$ cat config.mk
export PLATFORM = sky130hd
export DESIGN_NAME = dpit_top
export DESIGN_NICKNAME = d
export VERILOG_FILES = /design/src/include/dpit_pkg.sv /design/src/design/dpit_timer.sv /design/src/design/dpit_top.sv
export SDC_FILE = /design/constraint.sdc
export NUM_CORES = 1
export LEC_CHECK = 0
export BUFFER_PORTS_ARGS = -buffer_cell sky130_fd_sc_hd__buf_4
export CAP_MARGIN = 40
export CORE_MARGIN = 5
export CORE_UTILIZATION = 52
export DETAILED_ROUTE_END_ITERATION = 10
export PLACE_DENSITY_LB_ADDON = 0.25
export SLEW_MARGIN = 25
export SYNTH_ARGS = -nofsm -noshare
export SYNTH_HDL_FRONTEND = slang
export SYNTH_HIERARCHICAL = 1
export SYNTH_SLANG_ARGS = --single-unit
$ cat constraint.sdc
create_clock -name clk -period 5.2 [get_ports clk]
set_input_delay 1.04 -clock clk [delete_from_list [all_inputs] [get_ports clk]]
set_output_delay 1.04 -clock clk [all_outputs]
set_load 0.02 [all_outputs]
$ cat src/include/dpit_pkg.sv
/*
  Package for the dual programmable interval timer: register addresses,
  control field positions, vector field layout, reset values and the
  microsecond prescale count.
  Assumes a 32-bit register port with byte addresses and a 40 MHz clock.
*/
`default_nettype none

package dpit_pkg;

  // ************************************************************
  // register addresses (byte addresses, one word each)
  // ************************************************************
  localparam logic [31:0] DPIT_TIMER0_CONTROL_ADDR       = 32'h1014_0100;
  localparam logic [31:0] DPIT_TIMER0_INTERVAL_COUNT_ADDR = 32'h1014_0104;
  localparam logic [31:0] DPIT_TIMER0_NEXT_INTERVAL_ADDR = 32'h1014_0108;
  localparam logic [31:0] DPIT_TIMER0_VECTOR_ADDR        = 32'h1014_010C;
  localparam logic [31:0] DPIT_TIMER1_CONTROL_ADDR       = 32'h1014_0110;
  localparam logic [31:0] DPIT_TIMER1_INTERVAL_COUNT_ADDR = 32'h1014_0114;
  localparam logic [31:0] DPIT_TIMER1_NEXT_INTERVAL_ADDR = 32'h1014_0118;
  localparam logic [31:0] DPIT_TIMER1_VECTOR_ADDR        = 32'h1014_011C;

  // decode: base, block stride between timers and word offset within a timer
  localparam logic [31:0] DPIT_BASE_MASK   = 32'hFFFF_FFE0;
  localparam logic [31:0] DPIT_BASE_ADDR   = 32'h1014_0100;
  localparam int          DPIT_TIMER_SEL_BIT = 4;
  localparam logic [1:0]  DPIT_OFS_CONTROL = 2'h0;
  localparam logic [1:0]  DPIT_OFS_COUNT   = 2'h1;
  localparam logic [1:0]  DPIT_OFS_NEXT    = 2'h2;
  localparam logic [1:0]  DPIT_OFS_VECTOR  = 2'h3;

  // ************************************************************
  // control field positions
  // ************************************************************
  localparam int DPIT_CTL_MISSED_BIT  = 31;
  localparam int DPIT_CTL_WRAP_BIT    = 7;
  localparam int DPIT_CTL_ALLOW_BIT   = 6;
  localparam int DPIT_CTL_STEP_BIT    = 5;
  localparam int DPIT_CTL_LOAD_BIT    = 4;
  localparam int DPIT_CTL_HALT_BIT    = 2;
  localparam int DPIT_CTL_RUN_BIT     = 0;

  // vector field lies in bits 9..2
  localparam logic [31:0] DPIT_VECTOR_MASK = 32'h0000_03FC;

  // ************************************************************
  // reset values and timing
  // ************************************************************
  localparam logic [31:0] DPIT_WORD_RESET = 32'h0000_0000;
  localparam int          DPIT_CLK_HZ     = 40_000_000;
  localparam int          DPIT_TICK_NS    = 1000;
  localparam int          DPIT_CLK_NS     = 1_000_000_000 / DPIT_CLK_HZ;
  localparam int          DPIT_TICK_CYCLES = DPIT_TICK_NS / DPIT_CLK_NS;
  localparam logic [7:0]  DPIT_TICK_LAST  = 8'(DPIT_TICK_CYCLES - 1);
  localparam int          DPIT_PRIORITY_LEVEL = 14;

endpackage

`default_nettype wire

$ cat src/design/dpit_timer.sv
/*
  One programmable interval timer: control flags, 32-bit interval counter,
  reload value and interrupt vector, with write-one-to-clear status.
  Assumes a one-cycle microsecond tick and a one-cycle write strobe from
  the parent; the parent decodes addresses and arbitrates the two timers.
*/
`default_nettype none

module dpit_timer
  import dpit_pkg::*;
(
  input  wire logic        clk,
  input  wire logic        rst,
  input  wire logic        tick,
  input  wire logic        wr_en,
  input  wire logic [1:0]  wr_ofs,
  input  wire logic [31:0] wr_data,
  input  wire logic        ack,
  output logic [31:0]      control_rd,
  output logic [31:0]      count_rd,
  output logic [31:0]      next_rd,
  output logic [31:0]      vector_rd,
  output logic             irq_req
);

  typedef struct packed {
    logic        missed;
    logic        wrapped;
    logic        irq_allow;
    logic        halt_on_wrap;
    logic        run;
    logic [31:0] count;
    logic [31:0] reload;
    logic [7:0]  vector;
  } dpit_tmr_type;

  dpit_tmr_type st_ff;
  dpit_tmr_type nxt_st;

  // ************************************************************
  // next-state logic
  // ************************************************************
  // one combinational pass: software effects first, then hardware events,
  // so that a wrap in the same cycle as a clear leaves the flag set
  always_comb
  begin
    logic        w_ctl;
    logic        step;
    logic        inc;
    logic        ovf;
    logic [32:0] sum;
    inc    = 1'b0;
    ovf    = 1'b0;
    sum    = 33'h0_0000_0000;
    nxt_st = st_ff;
    w_ctl  = wr_en && (wr_ofs == DPIT_OFS_CONTROL);
    step   = 1'b0;
    if (w_ctl)
    begin
      if (wr_data[DPIT_CTL_MISSED_BIT])
        nxt_st.missed = 1'b0;
      if (wr_data[DPIT_CTL_WRAP_BIT])
        nxt_st.wrapped = 1'b0;
      nxt_st.irq_allow    = wr_data[DPIT_CTL_ALLOW_BIT];
      nxt_st.halt_on_wrap = wr_data[DPIT_CTL_HALT_BIT];
      nxt_st.run          = wr_data[DPIT_CTL_RUN_BIT];
      step = wr_data[DPIT_CTL_STEP_BIT] && !st_ff.run;
    end
    if (wr_en && (wr_ofs == DPIT_OFS_COUNT) && wr_data[0] && !st_ff.run)
      step = 1'b1;
    if (wr_en && (wr_ofs == DPIT_OFS_NEXT))
      nxt_st.reload = wr_data;
    if (wr_en && (wr_ofs == DPIT_OFS_VECTOR))
      nxt_st.vector = wr_data[9:2];
    // acknowledge clears the wrap flag, then a new wrap may set it again
    if (ack)
      nxt_st.wrapped = 1'b0;
    inc = (st_ff.run && tick) || step;
    sum = {1'b0, st_ff.count} + 33'h0_0000_0001;
    ovf = inc && sum[32];
    if (w_ctl && wr_data[DPIT_CTL_LOAD_BIT])
      nxt_st.count = nxt_st.reload;
    else if (inc)
      nxt_st.count = sum[31:0];
    if (ovf)
    begin
      nxt_st.wrapped = 1'b1;
      if (st_ff.wrapped)
        nxt_st.missed = 1'b1;
      if (st_ff.run && st_ff.halt_on_wrap)
      begin
        nxt_st.run   = 1'b0;
        nxt_st.count = sum[31:0];
      end
      else
        nxt_st.count = st_ff.reload;
    end
  end

  // ************************************************************
  // state register
  // ************************************************************
  // synchronous clear covers power-up and power-good loss while halted
  always_ff @(posedge clk)
  begin
    if (rst)
      st_ff <= '0;
    else
      st_ff <= nxt_st;
  end

  // ************************************************************
  // read views and request
  // ************************************************************
  // unused bits and self-clearing command bits read zero
  always_comb
  begin
    control_rd = DPIT_WORD_RESET;
    control_rd[DPIT_CTL_MISSED_BIT] = st_ff.missed;
    control_rd[DPIT_CTL_WRAP_BIT]   = st_ff.wrapped;
    control_rd[DPIT_CTL_ALLOW_BIT]  = st_ff.irq_allow;
    control_rd[DPIT_CTL_HALT_BIT]   = st_ff.halt_on_wrap;
    control_rd[DPIT_CTL_RUN_BIT]    = st_ff.run;
  end

  assign count_rd  = st_ff.count;
  assign next_rd   = st_ff.reload;
  assign vector_rd = {22'h00_0000, st_ff.vector, 2'h0} & DPIT_VECTOR_MASK;
  assign irq_req   = st_ff.irq_allow && st_ff.wrapped;

endmodule

`default_nettype wire

$ cat src/design/dpit_top.sv
/*
  Dual programmable interval timer: two timers behind a word register port,
  a shared microsecond prescaler, and fixed-priority interrupt arbitration
  at the timers' level with the console serial unit ahead of both.
  Assumes a single-cycle register port on clk, power-good and halt levels
  from outside the clock domain, and an acknowledge pulse from logic on clk.
*/
`default_nettype none

// Function
// - overflow while wrap flag already set sets missed-overflow bit 31.
// - writing one clears missed bit or wrap flag; zero leaves them.
// - every counter overflow sets wrap flag bit 7.
// - wrap flag and allow bit 6 together post a level-14 request.
// - single-step bit 5 increments only when stopped; always reads zero.
// - load-now bit 4 copies reload into counter at once; reads zero.
// - halt-on-wrap bit 2 at overflow while running clears run, stops.
// - run bit 0 set increments counter every microsecond, else none.
// - otherwise overflow reloads counter from reload value and continues.
// - counter read-only; writing one while stopped increments it.
// - both timers' registers clear at power-up and power-good loss while halted.
// - control bits 30..8, 3 and 1 read zero; software writes zero.
// - reload register read/write; feeds counter on overflow or load-now.
// - vector bits 31..10 and 1..0 read zero; bits 9..2 hold vector.
// - acknowledge returns that timer's vector and clears its wrap flag.
// - clearing allow bit or wrap flag withdraws the request.
// - console serial beats both timers; timer 0 beats timer 1.
// - two independent timers, each with its own registers.
module dpit_top
  import dpit_pkg::*;
(
  input  wire logic        clk,
  input  wire logic        rst,
  input  wire logic        dc_power_good,
  input  wire logic        cpu_halted,
  input  wire logic        reg_wr,
  input  wire logic        reg_rd,
  input  wire logic [31:0] reg_addr,
  input  wire logic [31:0] reg_wdata,
  output logic [31:0]      reg_rdata,
  output logic             reg_hit,
  input  wire logic        console_irq,
  input  wire logic        irq_ack,
  output logic             priority_level_req,
  output logic [1:0]       irq_grant,
  output logic [31:0]      ack_vector
);
  import dpit_pkg::*;

  localparam int NUM_TIMERS = 2;

  typedef struct packed {
    logic [1:0]  pg_sync;
    logic [1:0]  halt_sync;
    logic        pg_last;
    logic        soft_clear;
    logic [7:0]  presc;
    logic        tick;
    logic [31:0] rdata;
    logic        hit;
    logic [31:0] ack_vec;
  } dpit_top_type;

  dpit_top_type st_ff;
  dpit_top_type nxt_st;

  logic [31:0] ctl_rd [NUM_TIMERS];
  logic [31:0] cnt_rd [NUM_TIMERS];
  logic [31:0] nxt_rd [NUM_TIMERS];
  logic [31:0] vec_rd [NUM_TIMERS];
  logic [NUM_TIMERS-1:0] req;
  logic [NUM_TIMERS-1:0] ack;
  logic [NUM_TIMERS-1:0] sel;
  logic        in_block;
  logic [1:0]  ofs;
  logic        timer_rst;

  // ************************************************************
  // address decode
  // ************************************************************
  // one 32-byte window, timer chosen by address bit 4
  assign in_block  = (reg_addr & DPIT_BASE_MASK) == DPIT_BASE_ADDR;
  assign ofs       = reg_addr[3:2];
  assign sel[0]    = in_block && !reg_addr[DPIT_TIMER_SEL_BIT];
  assign sel[1]    = in_block && reg_addr[DPIT_TIMER_SEL_BIT];
  assign timer_rst = rst || st_ff.soft_clear;

  // ************************************************************
  // interrupt arbitration
  // ************************************************************
  // console wins, then timer 0, then timer 1; grant is level until ack
  always_comb
  begin
    irq_grant = 2'h0;
    if (!console_irq)
    begin
      if (req[0])
        irq_grant = 2'h1;
      else if (req[1])
        irq_grant = 2'h2;
    end
  end

  assign ack                = irq_ack ? irq_grant : 2'h0;
  assign priority_level_req = |req;

  // ************************************************************
  // timers
  // ************************************************************
  genvar g;
  generate
    for (g = 0; g < NUM_TIMERS; g++)
    begin : g_timer
      dpit_timer u_timer
      (
        .clk        (clk),
        .rst        (timer_rst),
        .tick       (st_ff.tick),
        .wr_en      (reg_wr && sel[g]),
        .wr_ofs     (ofs),
        .wr_data    (reg_wdata),
        .ack        (ack[g]),
        .control_rd (ctl_rd[g]),
        .count_rd   (cnt_rd[g]),
        .next_rd    (nxt_rd[g]),
        .vector_rd  (vec_rd[g]),
        .irq_req    (req[g])
      );
    end
  endgenerate

  // ************************************************************
  // prescaler, power-good watch, read data
  // ************************************************************
  // pins pass two flops before the falling-edge detect reads them
  always_comb
  begin
    logic idx;
    logic [31:0] word;
    idx    = 1'b0;
    word   = DPIT_WORD_RESET;
    nxt_st = st_ff;
    nxt_st.pg_sync   = {st_ff.pg_sync[0], dc_power_good};
    nxt_st.halt_sync = {st_ff.halt_sync[0], cpu_halted};
    nxt_st.pg_last   = st_ff.pg_sync[1];
    nxt_st.soft_clear = st_ff.pg_last && !st_ff.pg_sync[1] && st_ff.halt_sync[1];
    // free-running tick, so timers keep a common microsecond phase
    if (st_ff.presc == DPIT_TICK_LAST)
    begin
      nxt_st.presc = 8'h00;
      nxt_st.tick  = 1'b1;
    end
    else
    begin
      nxt_st.presc = st_ff.presc + 8'h01;
      nxt_st.tick  = 1'b0;
    end
    idx  = reg_addr[DPIT_TIMER_SEL_BIT];
    case (ofs)
      DPIT_OFS_CONTROL: word = ctl_rd[idx];
      DPIT_OFS_COUNT:   word = cnt_rd[idx];
      DPIT_OFS_NEXT:    word = nxt_rd[idx];
      DPIT_OFS_VECTOR:  word = vec_rd[idx];
      default:          word = DPIT_WORD_RESET;
    endcase
    nxt_st.hit   = reg_rd && in_block;
    // unmapped reads return zero
    nxt_st.rdata = (reg_rd && in_block) ? word : DPIT_WORD_RESET;
    if (ack[0])
      nxt_st.ack_vec = vec_rd[0];
    else if (ack[1])
      nxt_st.ack_vec = vec_rd[1];
  end

  always_ff @(posedge clk)
  begin
    if (rst)
    begin
      st_ff <= '0;
      st_ff.pg_sync <= 2'h3;
      st_ff.pg_last <= 1'b1;
    end
    else
      st_ff <= nxt_st;
  end

  assign reg_rdata  = st_ff.rdata;
  assign reg_hit    = st_ff.hit;
  assign ack_vector = st_ff.ack_vec;

endmodule

`default_nettype wire

==> run_results.csv, run 1 <==
group,metric,value,unit
status,status,"finished clean",
clock_network,cts_tree,"built",
die,rows,61,
routing,firstDrtPassIters,6,
power,p_int,3250,uW
sta,hold_viol,0,
routing,drt-wirelength-per-cell,22.63,um
synthesis,yosys.cell_types.count,65,
clock_network,path_clk_slew,0.06,ns
placement,port_buffers,137,
die,die_area,31400,um2
synthesis,yosysTopAreaCellShare,0.3223,
placement,dpl.hpwl,33.88,mm
sta,finalSetupViolCount,0,
setup_path,path_max_fanout,18,
synthesis,async_flop_share,0,
die,die_w,177.2,um
global_route,antenna_found_initial,0,
clock_network,cts_setup_buffers,0,
synthesis,synth-edff-count,0,
synthesis,ys_warn_count,6,
power,ir_drop,0.2264,mV
routing,wl,45.94,mm
global_route,grt_pass1_wl,69.41,mm
final_layout,fin_nets,1707,
die,core,27710,um2
setup_path,path_class,"in -> reg",
routing,first_iter_violations,1726,
die,chipHeight,177.2,um
power,pwr-share-clk,0.512,
placement,pre_cts_slack,0.2215,ns
clock_network,cts_buffers,27,
setup_path,critPathMaxStageDelay,0.70,ns
sta,fmax,220.5,MHz
synthesis,syn_avg_cell_area,9.040,um2
final_layout,mostFrequentLayoutCells,"dfxtp_1 (234), buf_4 (174), mux2i_1 (142)",
power,pwr-share-seq,0.427,
placement,gp_congestion,1.051,
power,leakagePower,0.006251,uW
final_layout,syn2layout_area_growth,9.915,%
final_layout,drive_above_1_share,0.2076,
sta,tns,0,ns
power,p_per_area,263.4,nW/um2
setup_path,required,5.63,ns
clock_network,htreeDepth,1,
sta,rsz0062_at_grt,"false",
sta,timing.slew.headroom,0.4526,
die,num_io_pins,140,
power,swShare,0.2278,
routing,via_count,12590,
synthesis,ys.flop_type,"dfxtp_1",
global_route,grt_usage,0.2829,
sta,fin_crit,4.536,ns
sta,fin_crit_sh,0.8723,
sta,clock_skew,0.02625,ns
global_route,grt_pass1_vias,11480,
clock_network,ctsResizeCount,0,
synthesis,synth.area.top_cells,"dfxtp_1 (32%), mux4_2 (9.9%), mux2i_1 (9.8%)",
run,max-cap-violations,0,
global_route,grt.overflow.total,0,
synthesis,yosysSeqAreaShare,0.3223,
clock_network,max-clock-path-buffers,3,
routing,final_antenna_net_count,0,
synthesis,yosys.area.top_type,"dfxtp_1",
power,power_frac_comb,0.061,
power,p_switching,958.6,uW
sta,drv_slew,0,
power,power.total,4209,uW
clock_network,root_buffer,"clkbuf_16",
setup_path,crit_path_frequent_cell,"buf_4",
global_route,grt_max_degree,61,
routing,drc_errors,0,
synthesis,synth_cells,1608,
routing,via_per_inst,6.200,
placement,placed_area,14920,um2
synthesis,ys_seq_elements,234,
clock_network,cts_hold_buffers,0,
synthesis,syn_area,14540,um2
placement,dp.cells,1974,
die,initial_utilization,0.5247,
clock_network,tritoncts_num_sinks,234,
clock_network,insertion_delay,0.55,ns
setup_path,slowest_stage,"nand2_1",
sta,fin_ws,0.6638,ns
setup_path,path_cells,"buf_4, nor4_1, nand4_1, nor4_1, buf_4, nor3b_1, buf_4, nand2_1, nand2_1, nor2_1, clkbuf_4, a221o_1",
final_layout,mostFrequentLayoutCell,"dfxtp_1",
final_layout,fin_area,15980,um2
setup_path,endpoint_kind,"flop",
setup_path,arrival,4.96,ns
sta,worst-slew-pin-transition,0.8210,ns
setup_path,critPathLaunchType,"primary input",
min_path,hp-class,"reg -> reg",
final_layout,layout.cells.non_filler,2030,
final_layout,diodes,0,
-- registers in the layout, indices dropped and copies added, names as in the netlist --
name,flops
st_ff,12
reg_rdata,32
ack_vector,32
reg_hit,1
nxt_st,3
g_timer.u_timer/count_rd,64
g_timer.u_timer/next_rd,64
g_timer.u_timer/control_rd,10
g_timer.u_timer/vector_rd,16
-- synth_stat cells (6+ instances only) --
master	n
o31a_1	8
buf_2	16
buf_6	9
nand2_1	138
a311oi_1	14
nor3_1	50
nor2_1	137
a22o_1	16
a211oi_2	30
nand4_1	27
clkbuf_1	86
and2_1	25
buf_1	6
xor2_1	12
and3_1	10
mux2i_1	142
inv_1	13
buf_4	170
or4_1	14
o211ai_1	6
o21ai_0	43
nor4_1	27
a21oi_1	101
xnor2_1	27
or3_1	7
a211oi_1	10
dfxtp_1	234
a22oi_1	10
nand3_1	40
mux4_2	64
o31ai_1	10
-- power groups by stage --
stage / clock [uW] / sequential [uW] / combinational, uW
2_1_floorplan: 0 / 1840 / 207
3_3_place_gp: 0 / 1840 / 242
3_5_place_dp: 0 / 1840 / 243
4_1_cts: 2170 / 1800 / 244
5_1_grt: 2250 / 1800 / 273
6_report: 2150 / 1800 / 258
-- worst max-delay path, delay by kind of cell --
kind / cells / cell delay, ns
simple gates: 7 / 2.79
compound gates: 1 / 0.35
buf+inv: 4 / 0.76
-- cell type report --
cell class	instances	area, um2
sequential	234	4684
multi-input combinational	1174	8394
clock buffer	35	775.7
tap	378	473.0
clock inverter	14	232.7
fill	2461	11730
timing repair buffer	182	1369
inverter	13	48.80
-- through the flow --
stage / util / hold WS [ns]
2_1_floorplan: - / 0.3832
4_1_cts: 0.5748 / 0.4042
6_report: 0.5767 / 0.4022
3_5_place_dp: 0.5384 / 0.3906
3_3_place_gp: 0.5368 / 0.3844
5_1_grt: 0.5767 / 0.4132
-- layer usage --
| metal | vias to the layer above | global-route usage | wire length [um] |
|---|---|---|---|
| met5 | - | 0 | 0 |
| met4 | 0 | 0.08285 | 1496 |
| met3 | 115 | 0.06922 | 5402 |
| met2 | 723 | 0.4250 | 19940 |
| met1 | 6081 | 0.4055 | 19110 |
| li1 | 5668 | - | - |
-- final timing paths --
path / endpoint / slack [ns] / startpoint / cells past startpoint
worst min-delay path: nxt_st[75] / 0.40 / nxt_st[79] / 1
worst max-delay path: g_timer[0].u_timer/count_rd[28] / 0.66 / reg_addr[14] / 12
worst max register to register: g_timer[1].u_timer/count_rd[21] / 1.85 / g_timer[1].u_timer/count_rd[27] / 7
worst min register to register: nxt_st[75] / 0.40 / nxt_st[79] / 1
-- cells by family after synthesis --
kind of cell             count (synthesis)  synth area share
AO/OA/AOI/OAI                          299            0.1466
XOR/XNOR                                39           0.02350
adder cells (fa/ha/maj)                  3          0.002582
buffers and inverters                  300            0.1274
flip-flops                             234            0.3223
multiplexers                           210            0.2000
other                                    2         0.0005166
AND/OR/NAND/NOR                        521            0.1771
Power figures use the tool's default switching activity.
==> inputs of run 2 (changes only) <==
--- a/config.mk
+++ b/config.mk
@@ -7,8 +7,10 @@
 export LEC_CHECK = 0
 export BUFFER_PORTS_ARGS = -buffer_cell sky130_fd_sc_hd__buf_4
 export CAP_MARGIN = 40
+export CELL_PAD_IN_SITES_DETAIL_PLACEMENT = 1
+export CELL_PAD_IN_SITES_GLOBAL_PLACEMENT = 1
 export CORE_MARGIN = 5
-export CORE_UTILIZATION = 52
+export CORE_UTILIZATION = 47
 export DETAILED_ROUTE_END_ITERATION = 10
 export PLACE_DENSITY_LB_ADDON = 0.25
 export SLEW_MARGIN = 25
==> constraint.sdc (replaced) <==
create_clock -name clk -period 5.2 [get_ports clk]
set_input_delay 1.04 -clock clk [delete_from_list [all_inputs] [get_ports clk]]
set_output_delay 1.04 -clock clk [all_outputs]
set_load 0.05 [all_outputs]
==> run 2 against run 1 <==
Compared with the run above: routed wire length grew 13%; clock skew shrank 0.0085 ns; largest cell class unchanged; sequential power is essentially flat; power grew 1.1%; clock power grew 2%; register-to-register slack gained 0.02 ns; critical path depth is the same; fmax grew 11%; utilization shrank 5.2 points; cell count grew 1.2%.
==> run_results.csv, run 2 (synthesis gave the netlist of run 1 again) <==
group,metric,value,unit
placement,dp.cells,1997,
routing,via_count,12660,
sta,worst-slew-pin-transition,0.8234,ns
die,die_area,34550,um2
power,power.total,4257,uW
final_layout,fin_nets,1708,
setup_path,path_max_fanout,17,
sta,fin_ws,1.116,ns
setup_path,critPathLaunchType,"primary input",
setup_path,arrival,4.53,ns
power,ir_drop,0.2210,mV
routing,wl,52.08,mm
min_path,hp-class,"reg -> reg",
clock_network,cts_tree,"built",
die,die_w,185.9,um
sta,rsz0062_at_grt,"false",
sta,hold_viol,0,
final_layout,layout.cells.non_filler,2054,
sta,timing.slew.headroom,0.4353,
sta,finalSetupViolCount,0,
routing,via_per_inst,6.164,
setup_path,r2r_cells,7,
clock_network,insertion_delay,0.57,ns
min_path,hold_path_depth,1,
placement,gp_congestion,0.9493,
routing,drc_errors,0,
placement,dpl.hpwl,38.72,mm
clock_network,cts_setup_buffers,0,
clock_network,path_clk_slew,0.06,ns
sta,clock_skew,0.01776,ns
placement,port_buffers,137,
die,core,30590,um2
sta,fin_crit,4.084,ns
die,rows,64,
clock_network,cts_hold_buffers,0,
placement,pre_cts_slack,0.6936,ns
final_layout,syn2layout_area_growth,10.48,%
run,max-cap-violations,0,
global_route,grt_max_degree,70,
sta,fmax,244.8,MHz
power,p_per_area,265.0,nW/um2
routing,firstDrtPassIters,6,
global_route,grt.overflow.total,0,
setup_path,endpoint_kind,"flop",
status,status,"finished clean",
clock_network,root_buffer,"clkbuf_16",
clock_network,htreeDepth,1,
die,initial_utilization,0.4752,
clock_network,max-clock-path-buffers,3,
global_route,grt_usage,0.2956,
sta,fin_crit_sh,0.7854,
final_layout,nFillCells,3548,
sta,drv_slew,0,
setup_path,path_class,"in -> reg",
clock_network,ctsResizeCount,0,
die,num_io_pins,140,
routing,drt-wirelength-per-cell,25.35,um
final_layout,mostFrequentLayoutCell,"dfxtp_1",
routing,first_iter_violations,1224,
final_layout,drive_above_1_share,0.2071,
power,leakagePower,0.006279,uW
final_layout,mostFrequentLayoutCells,"dfxtp_1 (234), buf_4 (174), mux2i_1 (140)",
die,chipHeight,185.9,um
global_route,grt_pass1_vias,12740,
global_route,grt_pass1_wl,78.09,mm
clock_network,cts_buffers,30,
global_route,antenna_found_initial,2,
clock_network,tritoncts_num_sinks,234,
sta,tns,0,ns
setup_path,required,5.65,ns
routing,final_antenna_net_count,0,
==> run 2: worst max-delay path: stages <==
cell and delay [ns]:
buf_4 0.11, nor4_1 0.34, nand4_1 0.15, buf_4 0.22, nor4_1 0.35, buf_4 0.22
a32oi_1 0.28, nor4_4 0.38, buf_4 0.30, and2_0 0.51, a22oi_1 0.25, a311oi_1 0.36
==> run 2: path summary, 6_finish.rpt <==
path                                   start                               to  slack (ns)
max                              reg_addr[6]  g_timer[0].u_timer/count_rd[21]        1.12
min                               nxt_st[79]                       nxt_st[75]        0.41
max reg2reg  g_timer[0].u_timer/count_rd[22]  g_timer[0].u_timer/count_rd[21]        1.87
min reg2reg                       nxt_st[79]                       nxt_st[75]        0.41
==> run 2: per-layer routing <==
metal | global-route usage | share of wire
met1 | 0.4120 | 0.43
met2 | 0.4686 | 0.46
met3 | 0.06351 | 0.087
met4 | 0.07753 | 0.028
met5 | 0 | 0
==> run 2: power breakdown <==
| part | switching (uW) | leakage [uW] | internal [uW] |
|---|---|---|---|
| registers | 2.12 | 0.00189 | 1800 |
| logic | 151 | 0.00387 | 110 |
| clock network | 851 | 0.000520 | 1350 |
==> run 2: metrics by stage <==
stage,area (um2),hold slack (ns),util
after floorplan,14910,0.3832,-
after global placement,14930,0.3851,0.4882
after detailed placement,15000,0.3972,0.4905
after CTS,16060,0.4093,0.5249
after global routing,16060,0.4190,0.5249
final,16060,0.4093,0.5250
==> run 2: final cells by class <==
class	count	area, um2	area share
tap	396	495.5	0.03085
antenna	2	5.005	0.0003116
clock inverter	11	147.6	0.009193
timing repair buffer	180	1386	0.08632
inverter	13	48.80	0.003038
multi-input combinational	1174	8389	0.5224
sequential	234	4684	0.2917
clock buffer	44	903.4	0.05625
